<file path="src/common/ext_bus_pkg.sv">
package ext_bus_pkg;

	// ------------------------------------------------------------
	// Bus geometry
	// ------------------------------------------------------------
	localparam int ADDR_W = 20;
	localparam int LO_W   = 16;
	localparam int HI_W   = ADDR_W - LO_W;
	localparam int DATA_W = 16;

	// ------------------------------------------------------------
	// Timing and reset values
	// ------------------------------------------------------------
	localparam int       SYNC_STAGES   = 2;
	localparam int       ACCESS_CYCLES = 3;
	localparam logic     KEEPER_RESET  = 1'b0;
	localparam logic [HI_W-1:0] HI_IDLE = 4'h0;

	// ------------------------------------------------------------
	// Types
	// ------------------------------------------------------------
	typedef enum logic [1:0] {space_prog, space_data, space_io} space_t;

	typedef struct packed {
		space_t              space;
		logic                write;
		logic                vector;
		logic [ADDR_W-1:0]   addr;
		logic [DATA_W-1:0]   wdata;
	} bus_req_t;

endpackage

</file>
<file path="src/rtl/ext_bus_pins.sv">
`timescale 1ns/1ns
module ext_bus_pins
	import ext_bus_pkg::*;
(
	input  wire logic              clock,
	input  wire logic              rstn,
	input  wire logic              ce,
	input  wire bus_req_t          req,
	input  wire logic              req_valid,
	output logic                   req_ready,
	output logic [DATA_W-1:0]      rd_data,
	output logic                   rd_valid,
	input  wire logic              bank_switch_wr,
	input  wire logic              bank_switch_keeper,
	output logic                   bus_keeper_enable,
	input  wire logic              hold_req_n,
	input  wire logic              output_float_n,
	input  wire logic              chip_reset_n,
	input  wire logic [DATA_W-1:0] data_in,
	output logic [LO_W-1:0]        addr_lo_out,
	output logic                   addr_lo_oe,
	output logic [HI_W-1:0]        addr_hi_out,
	output logic                   addr_hi_oe,
	output logic [DATA_W-1:0]      data_out,
	output logic                   data_oe,
	output logic [DATA_W-1:0]      keep_out,
	output logic                   keep_en,
	output logic                   irq_accept_n,
	output logic                   irq_accept_oe,
	output logic                   bus_grant_n,
	output logic                   bus_grant_oe
);

	// ------------------------------------------------------------
	// Pin synchronisers
	// ------------------------------------------------------------
	typedef enum {st_idle, st_access, st_hold} state_t;

	logic [2:0]        ctl_s;
	logic [DATA_W-1:0] data_s;
	logic              hold_s;
	logic              float_s;
	logic              crst_s;

	initial
	begin
		if (ACCESS_CYCLES < SYNC_STAGES + 1 || ACCESS_CYCLES > 16)
			$error("access length outside what the sequencer serves");
	end

	pin_sync #(.WIDTH(3)) u_ctl_sync
	(
		.clock   (clock),
		.rstn    (rstn),
		.ce      (ce),
		.din     ({hold_req_n, output_float_n, chip_reset_n}),
		.dout    (ctl_s)
	);

	pin_sync #(.WIDTH(DATA_W)) u_data_sync
	(
		.clock   (clock),
		.rstn    (rstn),
		.ce      (ce),
		.din     (data_in),
		.dout    (data_s)
	);

	// Synchroniser resets to zero, so reset reads as all asserted
	assign hold_s  = ~ctl_s[2];
	assign float_s = ~ctl_s[1];
	assign crst_s  = ~ctl_s[0];

	// ------------------------------------------------------------
	// Access sequencer
	// ------------------------------------------------------------
	state_t   state_r;
	state_t   state_nxt;
	bus_req_t acc_r;
	bus_req_t cur;
	logic [3:0] cnt_r;
	logic     accept;
	logic     finish;
	logic     drive_nxt;
	logic     float_nxt;

	assign accept = (state_r == st_idle) && req_valid && req_ready
		&& !hold_s && !crst_s;
	assign finish = (state_r == st_access) && (cnt_r == 4'h0);
	assign cur    = accept ? req : acc_r;

	always_comb
	begin
		state_nxt = state_r;
		case (state_r)
			st_idle:
			begin
				if (hold_s)
					state_nxt = st_hold;
				else if (accept)
					state_nxt = st_access;
			end
			st_access:
			begin
				// Chip reset abandons the cycle
				if (crst_s || finish)
					state_nxt = st_idle;
			end
			st_hold:
			begin
				if (!hold_s)
					state_nxt = st_idle;
			end
			default:
				state_nxt = st_idle;
		endcase
	end

	assign drive_nxt = (state_nxt == st_access);
	assign float_nxt = (state_nxt == st_hold) || float_s;

	always_ff @(posedge clock or negedge rstn)
	begin
		if (!rstn)
			state_r <= st_idle;
		else if (ce)
			state_r <= state_nxt;
	end

	always_ff @(posedge clock or negedge rstn)
	begin
		if (!rstn)
		begin
			acc_r <= '0;
			cnt_r <= 4'h0;
		end
		else if (ce)
		begin
			if (accept)
			begin
				acc_r <= req;
				cnt_r <= 4'(ACCESS_CYCLES - 1);
			end
			else if (cnt_r != 4'h0)
				cnt_r <= cnt_r - 4'h1;
		end
	end

	always_ff @(posedge clock or negedge rstn)
	begin
		if (!rstn)
		begin
			req_ready <= 1'b0;
			rd_valid  <= 1'b0;
			rd_data   <= '0;
		end
		else if (ce)
		begin
			req_ready <= (state_nxt == st_idle) && !hold_s && !crst_s;
			rd_valid  <= finish && !crst_s && !acc_r.write;
			if (finish && !acc_r.write)
				rd_data <= data_s;
		end
	end

	// ------------------------------------------------------------
	// Address, data and control pins
	// ------------------------------------------------------------
	// All drive changes are registered here, on clock edges, except the clear that rstn applies at once
	always_ff @(posedge clock or negedge rstn)
	begin
		if (!rstn)
		begin
			addr_lo_out <= '0;
			addr_hi_out <= HI_IDLE;
			addr_lo_oe  <= 1'b0;
			addr_hi_oe  <= 1'b0;
		end
		else if (ce)
		begin
			addr_lo_out <= cur.addr[LO_W-1:0];
			if (drive_nxt && cur.space == space_prog)
				addr_hi_out <= cur.addr[ADDR_W-1:LO_W];
			else
				addr_hi_out <= HI_IDLE;
			addr_lo_oe  <= !float_nxt;
			addr_hi_oe  <= !float_nxt;
		end
	end

	always_ff @(posedge clock or negedge rstn)
	begin
		if (!rstn)
		begin
			data_out <= '0;
			data_oe  <= 1'b0;
		end
		else if (ce)
		begin
			data_out <= cur.wdata;
			data_oe  <= drive_nxt && cur.write && !float_nxt
				&& !crst_s && !hold_s;
		end
	end

	always_ff @(posedge clock or negedge rstn)
	begin
		if (!rstn)
		begin
			irq_accept_n  <= 1'b1;
			irq_accept_oe <= 1'b0;
			bus_grant_n   <= 1'b1;
			bus_grant_oe  <= 1'b0;
		end
		else if (ce)
		begin
			irq_accept_n  <= !(drive_nxt && cur.vector);
			irq_accept_oe <= !float_s;
			// Outside master waits for this before using the bus
			bus_grant_n   <= !(state_nxt == st_hold);
			bus_grant_oe  <= !float_s;
		end
	end

	// ------------------------------------------------------------
	// Data bus keepers
	// ------------------------------------------------------------
	always_ff @(posedge clock or negedge rstn)
	begin
		if (!rstn)
			bus_keeper_enable <= KEEPER_RESET;
		else if (ce && bank_switch_wr)
			bus_keeper_enable <= bank_switch_keeper;
	end

	// Keeper echoes its own level back through the pins, so it
	// freezes its value instead of tracking the sampled pin
	always_ff @(posedge clock or negedge rstn)
	begin
		if (!rstn)
		begin
			keep_out <= '0;
			keep_en  <= 1'b0;
		end
		else if (ce)
		begin
			if (data_oe)
				keep_out <= data_out;
			else if (!keep_en)
				keep_out <= data_s;
			keep_en <= bus_keeper_enable && !(drive_nxt && cur.write
				&& !float_nxt && !crst_s && !hold_s);
		end
	end

	// ------------------------------------------------------------
	// Checks
	// ------------------------------------------------------------
	a_hold_addr_float: assert property (@(posedge clock) disable iff (!rstn)
		(state_r == st_hold) |-> !addr_lo_oe && !addr_hi_oe)
		else $error("address driven during hold");

	a_off_float_all: assert property (@(posedge clock) disable iff (!rstn)
		(ce && float_s) |=> !addr_lo_oe && !irq_accept_oe && !data_oe)
		else $error("pins driven while output float is low");

	a_data_rst_float: assert property (@(posedge clock) disable iff (!rstn)
		(ce && (crst_s || hold_s)) |=> !data_oe)
		else $error("data driven under reset or hold request");

	a_data_write_only: assert property (@(posedge clock) disable iff (!rstn)
		data_oe |-> (state_r == st_access) && acc_r.write)
		else $error("data driven outside a write");

	a_hi_prog_only: assert property (@(posedge clock) disable iff (!rstn)
		(addr_hi_out != HI_IDLE) |->
		(state_r == st_access) && (acc_r.space == space_prog))
		else $error("upper address used outside program space");

	a_irq_vector_addr: assert property (@(posedge clock) disable iff (!rstn)
		!irq_accept_n |-> (state_r == st_access) && acc_r.vector
		&& (addr_lo_out == acc_r.addr[LO_W-1:0]))
		else $error("interrupt accept without vector address");

	a_grant_floated: assert property (@(posedge clock) disable iff (!rstn)
		!bus_grant_n |-> !addr_lo_oe && !data_oe)
		else $error("grant while bus lines driven");

	a_keeper_off: assert property (@(posedge clock) disable iff (!rstn)
		(ce && !bus_keeper_enable) |=> !keep_en)
		else $error("keeper active while disabled");

	a_keeper_hold: assert property (@(posedge clock) disable iff (!rstn)
		(ce && keep_en && !data_oe) |=> keep_out == $past(keep_out))
		else $error("keeper level changed while holding");

	a_read_timing: assert property (@(posedge clock) disable iff (!rstn)
		(ce && accept && !req.write) ##1 (ce && !crst_s) [*3]
		|=> rd_valid)
		else $error("read answer not on time");

endmodule

</file>
<file path="src/rtl/pin_sync.sv">
`timescale 1ns/1ns
module pin_sync
	import ext_bus_pkg::*;
#(
	parameter int WIDTH = 1
)
(
	input  wire logic             clock,
	input  wire logic             rstn,
	input  wire logic             ce,
	input  wire logic [WIDTH-1:0] din,
	output logic      [WIDTH-1:0] dout
);

	logic [WIDTH-1:0] meta_r;

	initial
	begin
		if (WIDTH < 1)
			$error("pin_sync width must be at least one");
	end

	// First stage feeds only the second
	always_ff @(posedge clock or negedge rstn)
	begin
		if (!rstn)
		begin
			meta_r <= '0;
			dout   <= '0;
		end
		else if (ce)
		begin
			meta_r <= din;
			dout   <= meta_r;
		end
	end

endmodule

</file>
<file path="config.mk">
export PLATFORM = sky130hd
export DESIGN_NAME = ext_bus_pins
export DESIGN_NICKNAME = d
export VERILOG_FILES = /design/src/common/ext_bus_pkg.sv /design/src/rtl/ext_bus_pins.sv /design/src/rtl/pin_sync.sv
export SDC_FILE = /design/constraint.sdc
export NUM_CORES = 1
export LEC_CHECK = 0
export ABC_AREA = 0
export CAP_MARGIN = 20
export CORE_MARGIN = 2
export CORE_UTILIZATION = 45
export CTS_BUF_LIST = sky130_fd_sc_hd__clkbuf_2
export DETAILED_ROUTE_END_ITERATION = 10
export DONT_BUFFER_PORTS = 1
export PLACE_DENSITY_LB_ADDON = 0.3
export SETUP_SLACK_MARGIN = 0.05
export SYNTH_ARGS = -nofsm -noshare
export SYNTH_HDL_FRONTEND = slang
export SYNTH_SLANG_ARGS = --single-unit
</file>
<file path="constraint.sdc">
create_clock -name clock -period 4.5 [get_ports clock]
set_clock_uncertainty 0.15 [all_clocks]
set_input_delay 0.675 -clock clock [delete_from_list [all_inputs] [get_ports clock]]
set_output_delay 0.675 -clock clock [all_outputs]
set_load 0.05 [all_outputs]
</file>
==> reports/results.tsv, run 1 <==
stage	metric	value	unit
outcome	outcome	finished clean	
critical_path	critical path's slowest cell	nor3_4	
synthesis	Adder-Cell Fraction of Synth Area	0.384	%
clock_network	clock root buffer	clkbuf_2	
critical_path	R2R cell count	6	
synthesis	Synth cell types	41	
timing	measured slew at the worst slew-check pin	990	ps
synthesis	Net Count, Synth	538	
drt	WL final	12.6	mm
synthesis	post-synthesis mux area share	20.5	%
synthesis	post-synthesis compound-gate area fraction	3.17	%
timing	max-slew violations	0	
global_route	first-pass GRT wire length	20.9	mm
critical_path	reg-to-reg endpoint	rd_data[12]	
synthesis	xor and xnor area share after synthesis	0.134	%
drt	Post-DRT Antenna Nets	0	
global_route	total grt overflow	0	
layout	post-route design area	7410	sq um
critical_path	CP arrival	3380	ps
floorplanning	Initial Util	46.4	%
critical_path	crit path cell chain	inv_1, ha_1, nor3b_1, nand3_1, nor3_4, mux2_2	
clock_network	Clock transition at path regs	200	ps
synthesis	register area share after synthesis	61.0	%
layout	Final Util	52.8	%
clock_network	H-tree Lvls	4	
floorplanning	io pins	144	
timing	Final WS setup	1560	ps
synthesis	Ys Warns	0	
drt	1st-pass router iterations	4	
synthesis	synthesized instance count	471	
synthesis	Post-synth EDFFs	0	
clock_network	maximum root-to-sink buffer count	2	
critical_path	Reg-to-Reg Start	cnt_r[0]	
timing	setup violators final	0	
critical_path	Crit. End Element	flop	
timing	Tmin final	2940	ps
drt	DR iter-0 viols	216	
synthesis	Post-Syn Area	6520	sq um
layout	Ant. Diodes	0	
critical_path	r2r setup slk	1560	ps
global_route	Overall Global Routing Usage	17.1	%
placed_design	GP Congestion	0.735	
layout	Final Non-Filler Cells	696	
synthesis	area share of and/or/nand/nor cells after synthesis	9.05	%
timing	Slew Limit Headroom	33.8	%
placed_design	dpl ws	1550	ps
drt	DRC	0	
pwr	peak supply drop	0.318	mV
clock_network	# Post-CTS Setup Buffers	0	
synthesis	top_reg_cell synth	dfrtp_1	
critical_path	CP Max Fanout	16	
placed_design	dpl cells	599	
floorplanning	Die Area	15500	sq um
critical_path	crit path launch type	flop	
critical_path	Worst Setup SP	cnt_r[0]	
floorplanning	Die H	124	um
placed_design	PortBufs	0	
layout	fin nets	571	
timing	setup TNS	0	ps
critical_path	Crit Path Category	reg2reg	
critical_path	Worst path max stage delay	790	ps
timing	RSZ-0062 raised after global routing	no	
timing	Hold WS	102	ps
floorplanning	Core ar.	14000	sq um
clock_network	CTS tree	done	
floorplanning	# rows	43	
synthesis	Yosys reg bits	159	
worst_hold_path	Hold Crit Depth	2	
synthesis	Synth Area per Inst	13.8	sq um
drt	routed vias	3670	
clock_network	# clock sinks	159	
synthesis	Synth area leaders	dfrtp_1, mux2_2, mux2_1, buf_4, mux2i_1	
synthesis	main combinational cell family by area after synthesis	multiplexers	
layout	layout cells sized above 1	22.1	%
critical_path	Critical Path Sink	rd_data[12]	
placed_design	Final HPWL DP	7.90	mm
synthesis	most common cell in the synthesized netlist	dfrtp_1	
synthesis	Yosys top cell area share	60.2	%
drt	Avg WL per Cell	18.1	um
critical_path	required time worst endpoint	4940	ps
timing	final-report hold violation count	0	
clock_network	Clock Latency Late Sink	690	ps
global_route	largest net degree at the start of global routing	160	
timing	Max Freq	341	MHz
worst_hold_path	Hold WC Path Type	in2reg	
layout	Area Overhead vs Synth	13.6	%
flow_run	Max Cap Viol	0	
synthesis	FFs w/ async S/R, synth	100	%
pwr	Pleak	3.43	nW
clock_network	CTS buffer count	17	
global_route	vias in the first global route	3906	
pwr	total power	3.48	mW
drt	Avg Vias per Cell	5.27	
timing	period utilization	65.2	%
placed_design	dpl cell area	6450	sq um
synthesis	most frequent cells after synthesis	dfrtp_1, mux2_2, buf_4, mux2_1, nor2b_1	
floorplanning	Die W	124	um
pwr	PD cells	470	nW/um^2
global_route	antenna violations before repair	0	
synthesis	cell taking the most area after synthesis	dfrtp_1	
==> where the power goes <==
group	switching, mW	internal (mW)	total, mW
sequential	0.633	1.63	2.26
combinational	0.172	0.209	0.382
clock	0.475	0.366	0.842
total	1.28	2.20	3.48
==> placed cells by master (no fill, tap or decap), drive strengths merged, types with 2 or more instances in the layout <==
cell type and instances:
mux2i 22, nand4 3, nor2b 30, dfstp 2, a21oi 4, nor4 10, o2bb2ai 3, clkbuf 20
nor2 7, nand3 3, mux2 99, clkinvlp 2, ha 2, dfrtp 157, a31oi 2, nor3b 2
o21ai 18, nor3 5, and4 2, and3 2, inv 6, buf 5, clkinv 5, nand2 23
dlygate4sd3 64, o31ai 3, bufinv 4
==> registers in the layout (all words and copies together) (netlist names), 3 cells and up <==
| signal | flops |
|---|---|
| state_r | 32 |
| cnt_r | 4 |
| acc_r | 24 |
| keep_out | 16 |
| u_data_sync.meta_r | 16 |
| rd_data | 16 |
| data_out | 16 |
| addr_hi_out | 4 |
| u_ctl_sync.meta_r | 3 |
| u_ctl_sync.dout | 3 |
| u_data_sync.dout | 16 |
==> critical path: cells and delay by family (launching register included) <==
family        cells  cell delay (ps)
fa+ha+maj         1              180
buf+inv           1              120
flops             1              450
mux               1              410
simple gates      3             1530
==> layout make-up <==
class	count	area, sq um
Clock buffer	20	100
Clock inverter	11	166
Fill cell	1178	6630
Inverter	6	22.5
Multi-Input combinational cell	251	2180
Sequential cell	159	3980
Tap cell	180	225
Timing Repair Buffer	69	738
==> routing by layer <==
| metal | routed length [um] | up-vias | track usage (%) |
|---|---|---|---|
| li1 | - | 1680 | - |
| met1 | 5430 | 1862 | 21.4 |
| met2 | 6120 | 117 | 27.1 |
| met3 | 872 | 11 | 6.57 |
| met4 | 161 | 0 | 6.15 |
| met5 | 0 | - | 0 |
==> kinds of logic after synthesis <==
| family | Yosys count |
|---|---|
| compound gates | 34 |
| xor+xnor | 1 |
| fa+ha+maj | 2 |
| buf+inv | 61 |
| flops | 159 |
| mux | 121 |
| simple gates | 93 |
==> what timing repair did <==
item	4_1_cts	5_1_grt
endpoints found under the hold margin	283	1
hold buffers	64	2
gates resized for setup	0	0
==> how the worst min path moves through the flow <==
stage | start | end | slack [ps]
5_1_grt | ce | addr_hi_out[3] | 20
3_5_place_dp | rstn | keep_out[13] | 230
3_3_place_gp | rstn | rd_data[13] | 230
4_1_cts | req[37] | keep_en | 3
2_1_floorplan | rstn | acc_r[16] | 230
6_report | ce | addr_hi_out[3] | 100
(Power assumes the default switching activity.)
==> inputs of run 2 (changes only) <==
Settings changed: ABC_AREA 0 to 1.
Clock period 4.5 ns to 3.1 ns, I/O delays scaled along.
==> run 2 against run 1 <==
- the run now ends with hold timing left
- via count rose by 31%
- synthesized area up 1.4%
- first-iteration DRC count is 63% higher
- clock power rose by 37%
- critical path depth decreased by 6
- non-clock buffer count unchanged
- total power up 25%
- global-route usage up 1.5 points
- worst setup slack worse by 790 ps
- critical endpoint is now addr_lo_oe
- largest power group unchanged
==> reports/results.tsv, run 2 <==
stage	metric	value	unit
global_route	vias in the first global route	4711	
clock_network	CTS tree	done	
timing	Hold WS	-731	ps
drt	routed vias	4804	
critical_path	Worst path depth	0	
clock_network	Clock transition at path regs	230	ps
clock_network	H-tree Lvls	4	
timing	Tmin final	2320	ps
drt	DR iter-0 viols	352	
timing	period utilization	75.0	%
clock_network	maximum root-to-sink buffer count	2	
timing	Max Freq	430	MHz
clock_network	# clock sinks	159	
clock_network	# hold bufs at CTS	64	
drt	Post-DRT Antenna Nets	0	
floorplanning	Initial Util	45.9	%
synthesis	Ys Warns	0	
timing	Slew Limit Headroom	37.2	%
pwr	Pleak	3.72	nW
floorplanning	Core ar.	14400	sq um
worst_hold_path	Hold WC Path Type	in2async	
pwr	internal power	2.90	mW
pwr	sw frac	33.3	%
drt	1st-pass router iterations	5	
drt	DRC	0	
synthesis	register area share after synthesis	60.2	%
clock_network	Clock Latency Late Sink	700	ps
flow_run	Max Cap Viol	0	
timing	setup violators final	0	
floorplanning	# rows	44	
placed_design	PortBufs	0	
layout	post-route design area	7370	sq um
pwr	sequential share of power	63.2	%
drt	WL final	14.0	mm
synthesis	most frequent cells after synthesis	nand2_1, dfrtp_1, nor2_1, inv_1, o21ai_0	
outcome	failing checks	hold timing	
synthesis	Net Count, Synth	831	
floorplanning	Die H	125	um
critical_path	Crit Path Category	reg2out	
critical_path	R2R cell count	7	
layout	Area Overhead vs Synth	11.4	%
layout	fin nets	853	
layout	Biggest register	state_r	
layout	Top Registers	state_r x32, acc_r x24	
floorplanning	Die W	125	um
outcome	outcome	complete, but fails checks	
pwr	peak supply drop	0.332	mV
clock_network	clock root buffer	clkbuf_2	
timing	measured slew at the worst slew-check pin	942	ps
pwr	sw power	1.45	mW
global_route	largest net degree at the start of global routing	160	
critical_path	required time worst endpoint	2480	ps
synthesis	Synth area leaders	dfrtp_1, nand2_1, nor2_1, inv_1, o21ai_0	
synthesis	Synth Area per Inst	8.66	sq um
synthesis	Post-Syn Area	6620	sq um
placed_design	GP Congestion	0.798	
drt	Avg Vias per Cell	4.89	
layout	most frequent cells in the layout	nand2_1, dfrtp_1, nor2_1, inv_1, dlygate4sd3_1	
timing	setup TNS	0	ps
global_route	first-pass GRT wire length	23.3	mm
pwr	PD cells	590	nW/um^2
layout	commonest non-fill, non-tap cell in the layout	nand2_1	
floorplanning	io pins	144	
timing	max-slew violations	0	
clock_network	cts repair resizes	0	
layout	Ant. Diodes	0	
global_route	Overall Global Routing Usage	18.7	%
critical_path	CP Max Fanout	3	
placed_design	dpl cell area	6470	sq um
pwr	clock power share	26.4	%
synthesis	top_reg_cell synth	dfrtp_1	
synthesis	synthesized instance count	764	
layout	max reg flops	32	
timing	final-report hold violation count	159	
critical_path	Crit. End Element	output pin	
synthesis	Post-synth EDFFs	0	
global_route	antenna violations before repair	0	
layout	layout cells sized above 1	5.38	%
global_route	total grt overflow	0	
critical_path	CP arrival	1710	ps
synthesis	FFs w/ async S/R, synth	100	%
synthesis	Synth cell types	25	
synthesis	cell taking the most area after synthesis	dfrtp_1	
synthesis	Yosys reg bits	159	
floorplanning	Die Area	15700	sq um
clock_network	CTS buffer count	17	
synthesis	most common cell in the synthesized netlist	nand2_1	
critical_path	crit path launch type	flop	
drt	Avg WL per Cell	14.2	um
pwr	combinational power share	10.4	%
synthesis	Yosys top cell area share	59.4	%
layout	Final Util	51.1	%
placed_design	Final HPWL DP	9.11	mm
clock_network	# Post-CTS Setup Buffers	0	
timing	RSZ-0062 raised after global routing	no	
-- run 2: cell types whose count changed after synthesis, moves of 10 or more --
cell | before | now
mux2_2 | 61 | 0
mux2i_1 | 22 | 0
mux2_1 | 38 | 0
inv_1 | 6 | 72
buf_2 | 0 | 10
a31oi_1 | 2 | 17
nor2_1 | 7 | 83
nor2b_1 | 30 | 0
nand3_1 | 3 | 13
nand2_1 | 22 | 275
o21ai_0 | 18 | 51
-- run 2: logic make-up (layout without fill, tap and decap cells) --
logic type,Yosys count,in the layout,synth area share (%)
AOI/OAI and AO/OA,84,84,6.77
xor gates and xnor gates,1,1,0.132
adders and majority gates,2,2,0.378
buffers and inverters,141,176,10.5
DFF,159,159,60.2
and+or+nand+nor,377,377,22.1
-- run 2: power groups by stage --
stage               combinational (mW)  clock [mW]  sequential, mW
finish                           0.453        1.15            2.75
global route                     0.523        1.28            2.77
CTS                              0.457        1.19            2.75
detailed placement               0.368           0            2.79
global placement                 0.343           0            2.79
floorplan                        0.464           0            2.63
-- run 2: cell type report --
class,instances,area [sq um]
Sequential cell,159,3980
Fill cell,1374,7050
Inverter,75,282
Multi-Input combinational cell,464,1940
Timing Repair Buffer,69,696
Clock buffer,19,95.1
Clock inverter,13,146
Tap cell,184,230
-- run 2: metal layers --
layer / track usage (%) / up-vias / routed length (um)
met4: 6.14 / 0 / 259
li1: - / 2348 / -
met1: 22.8 / 2308 / 5970
met5: 0 / - / 0
met3: 7.02 / 20 / 941
met2: 30.8 / 128 / 6820
-- run 2: path summary, 6_finish.rpt --
check	end	start	slack [ps]
worst max register to register	cnt_r[3]	req_ready	870
worst min register to register	u_data_sync.meta_r[10]	u_data_sync.meta_r[10]	350
min in group clock	acc_r[33]	req_valid	90
max in group asynchronous	bus_grant_n	rstn	3280
worst min-delay path	u_ctl_sync.dout[1]	rstn	-730
worst max-delay path	addr_lo_oe	addr_hi_oe	780
-- run 2: metrics by stage --
step,std cells,power [mW],setup WS (ps),hold WS [ps]
floorplan,764,3.10,1230,19.4
global placement,887,3.13,899,27.6
detailed placement,887,3.16,876,28.6
CTS,983,4.40,690,-814
global route,983,4.58,627,-858
finish,983,4.35,775,-731
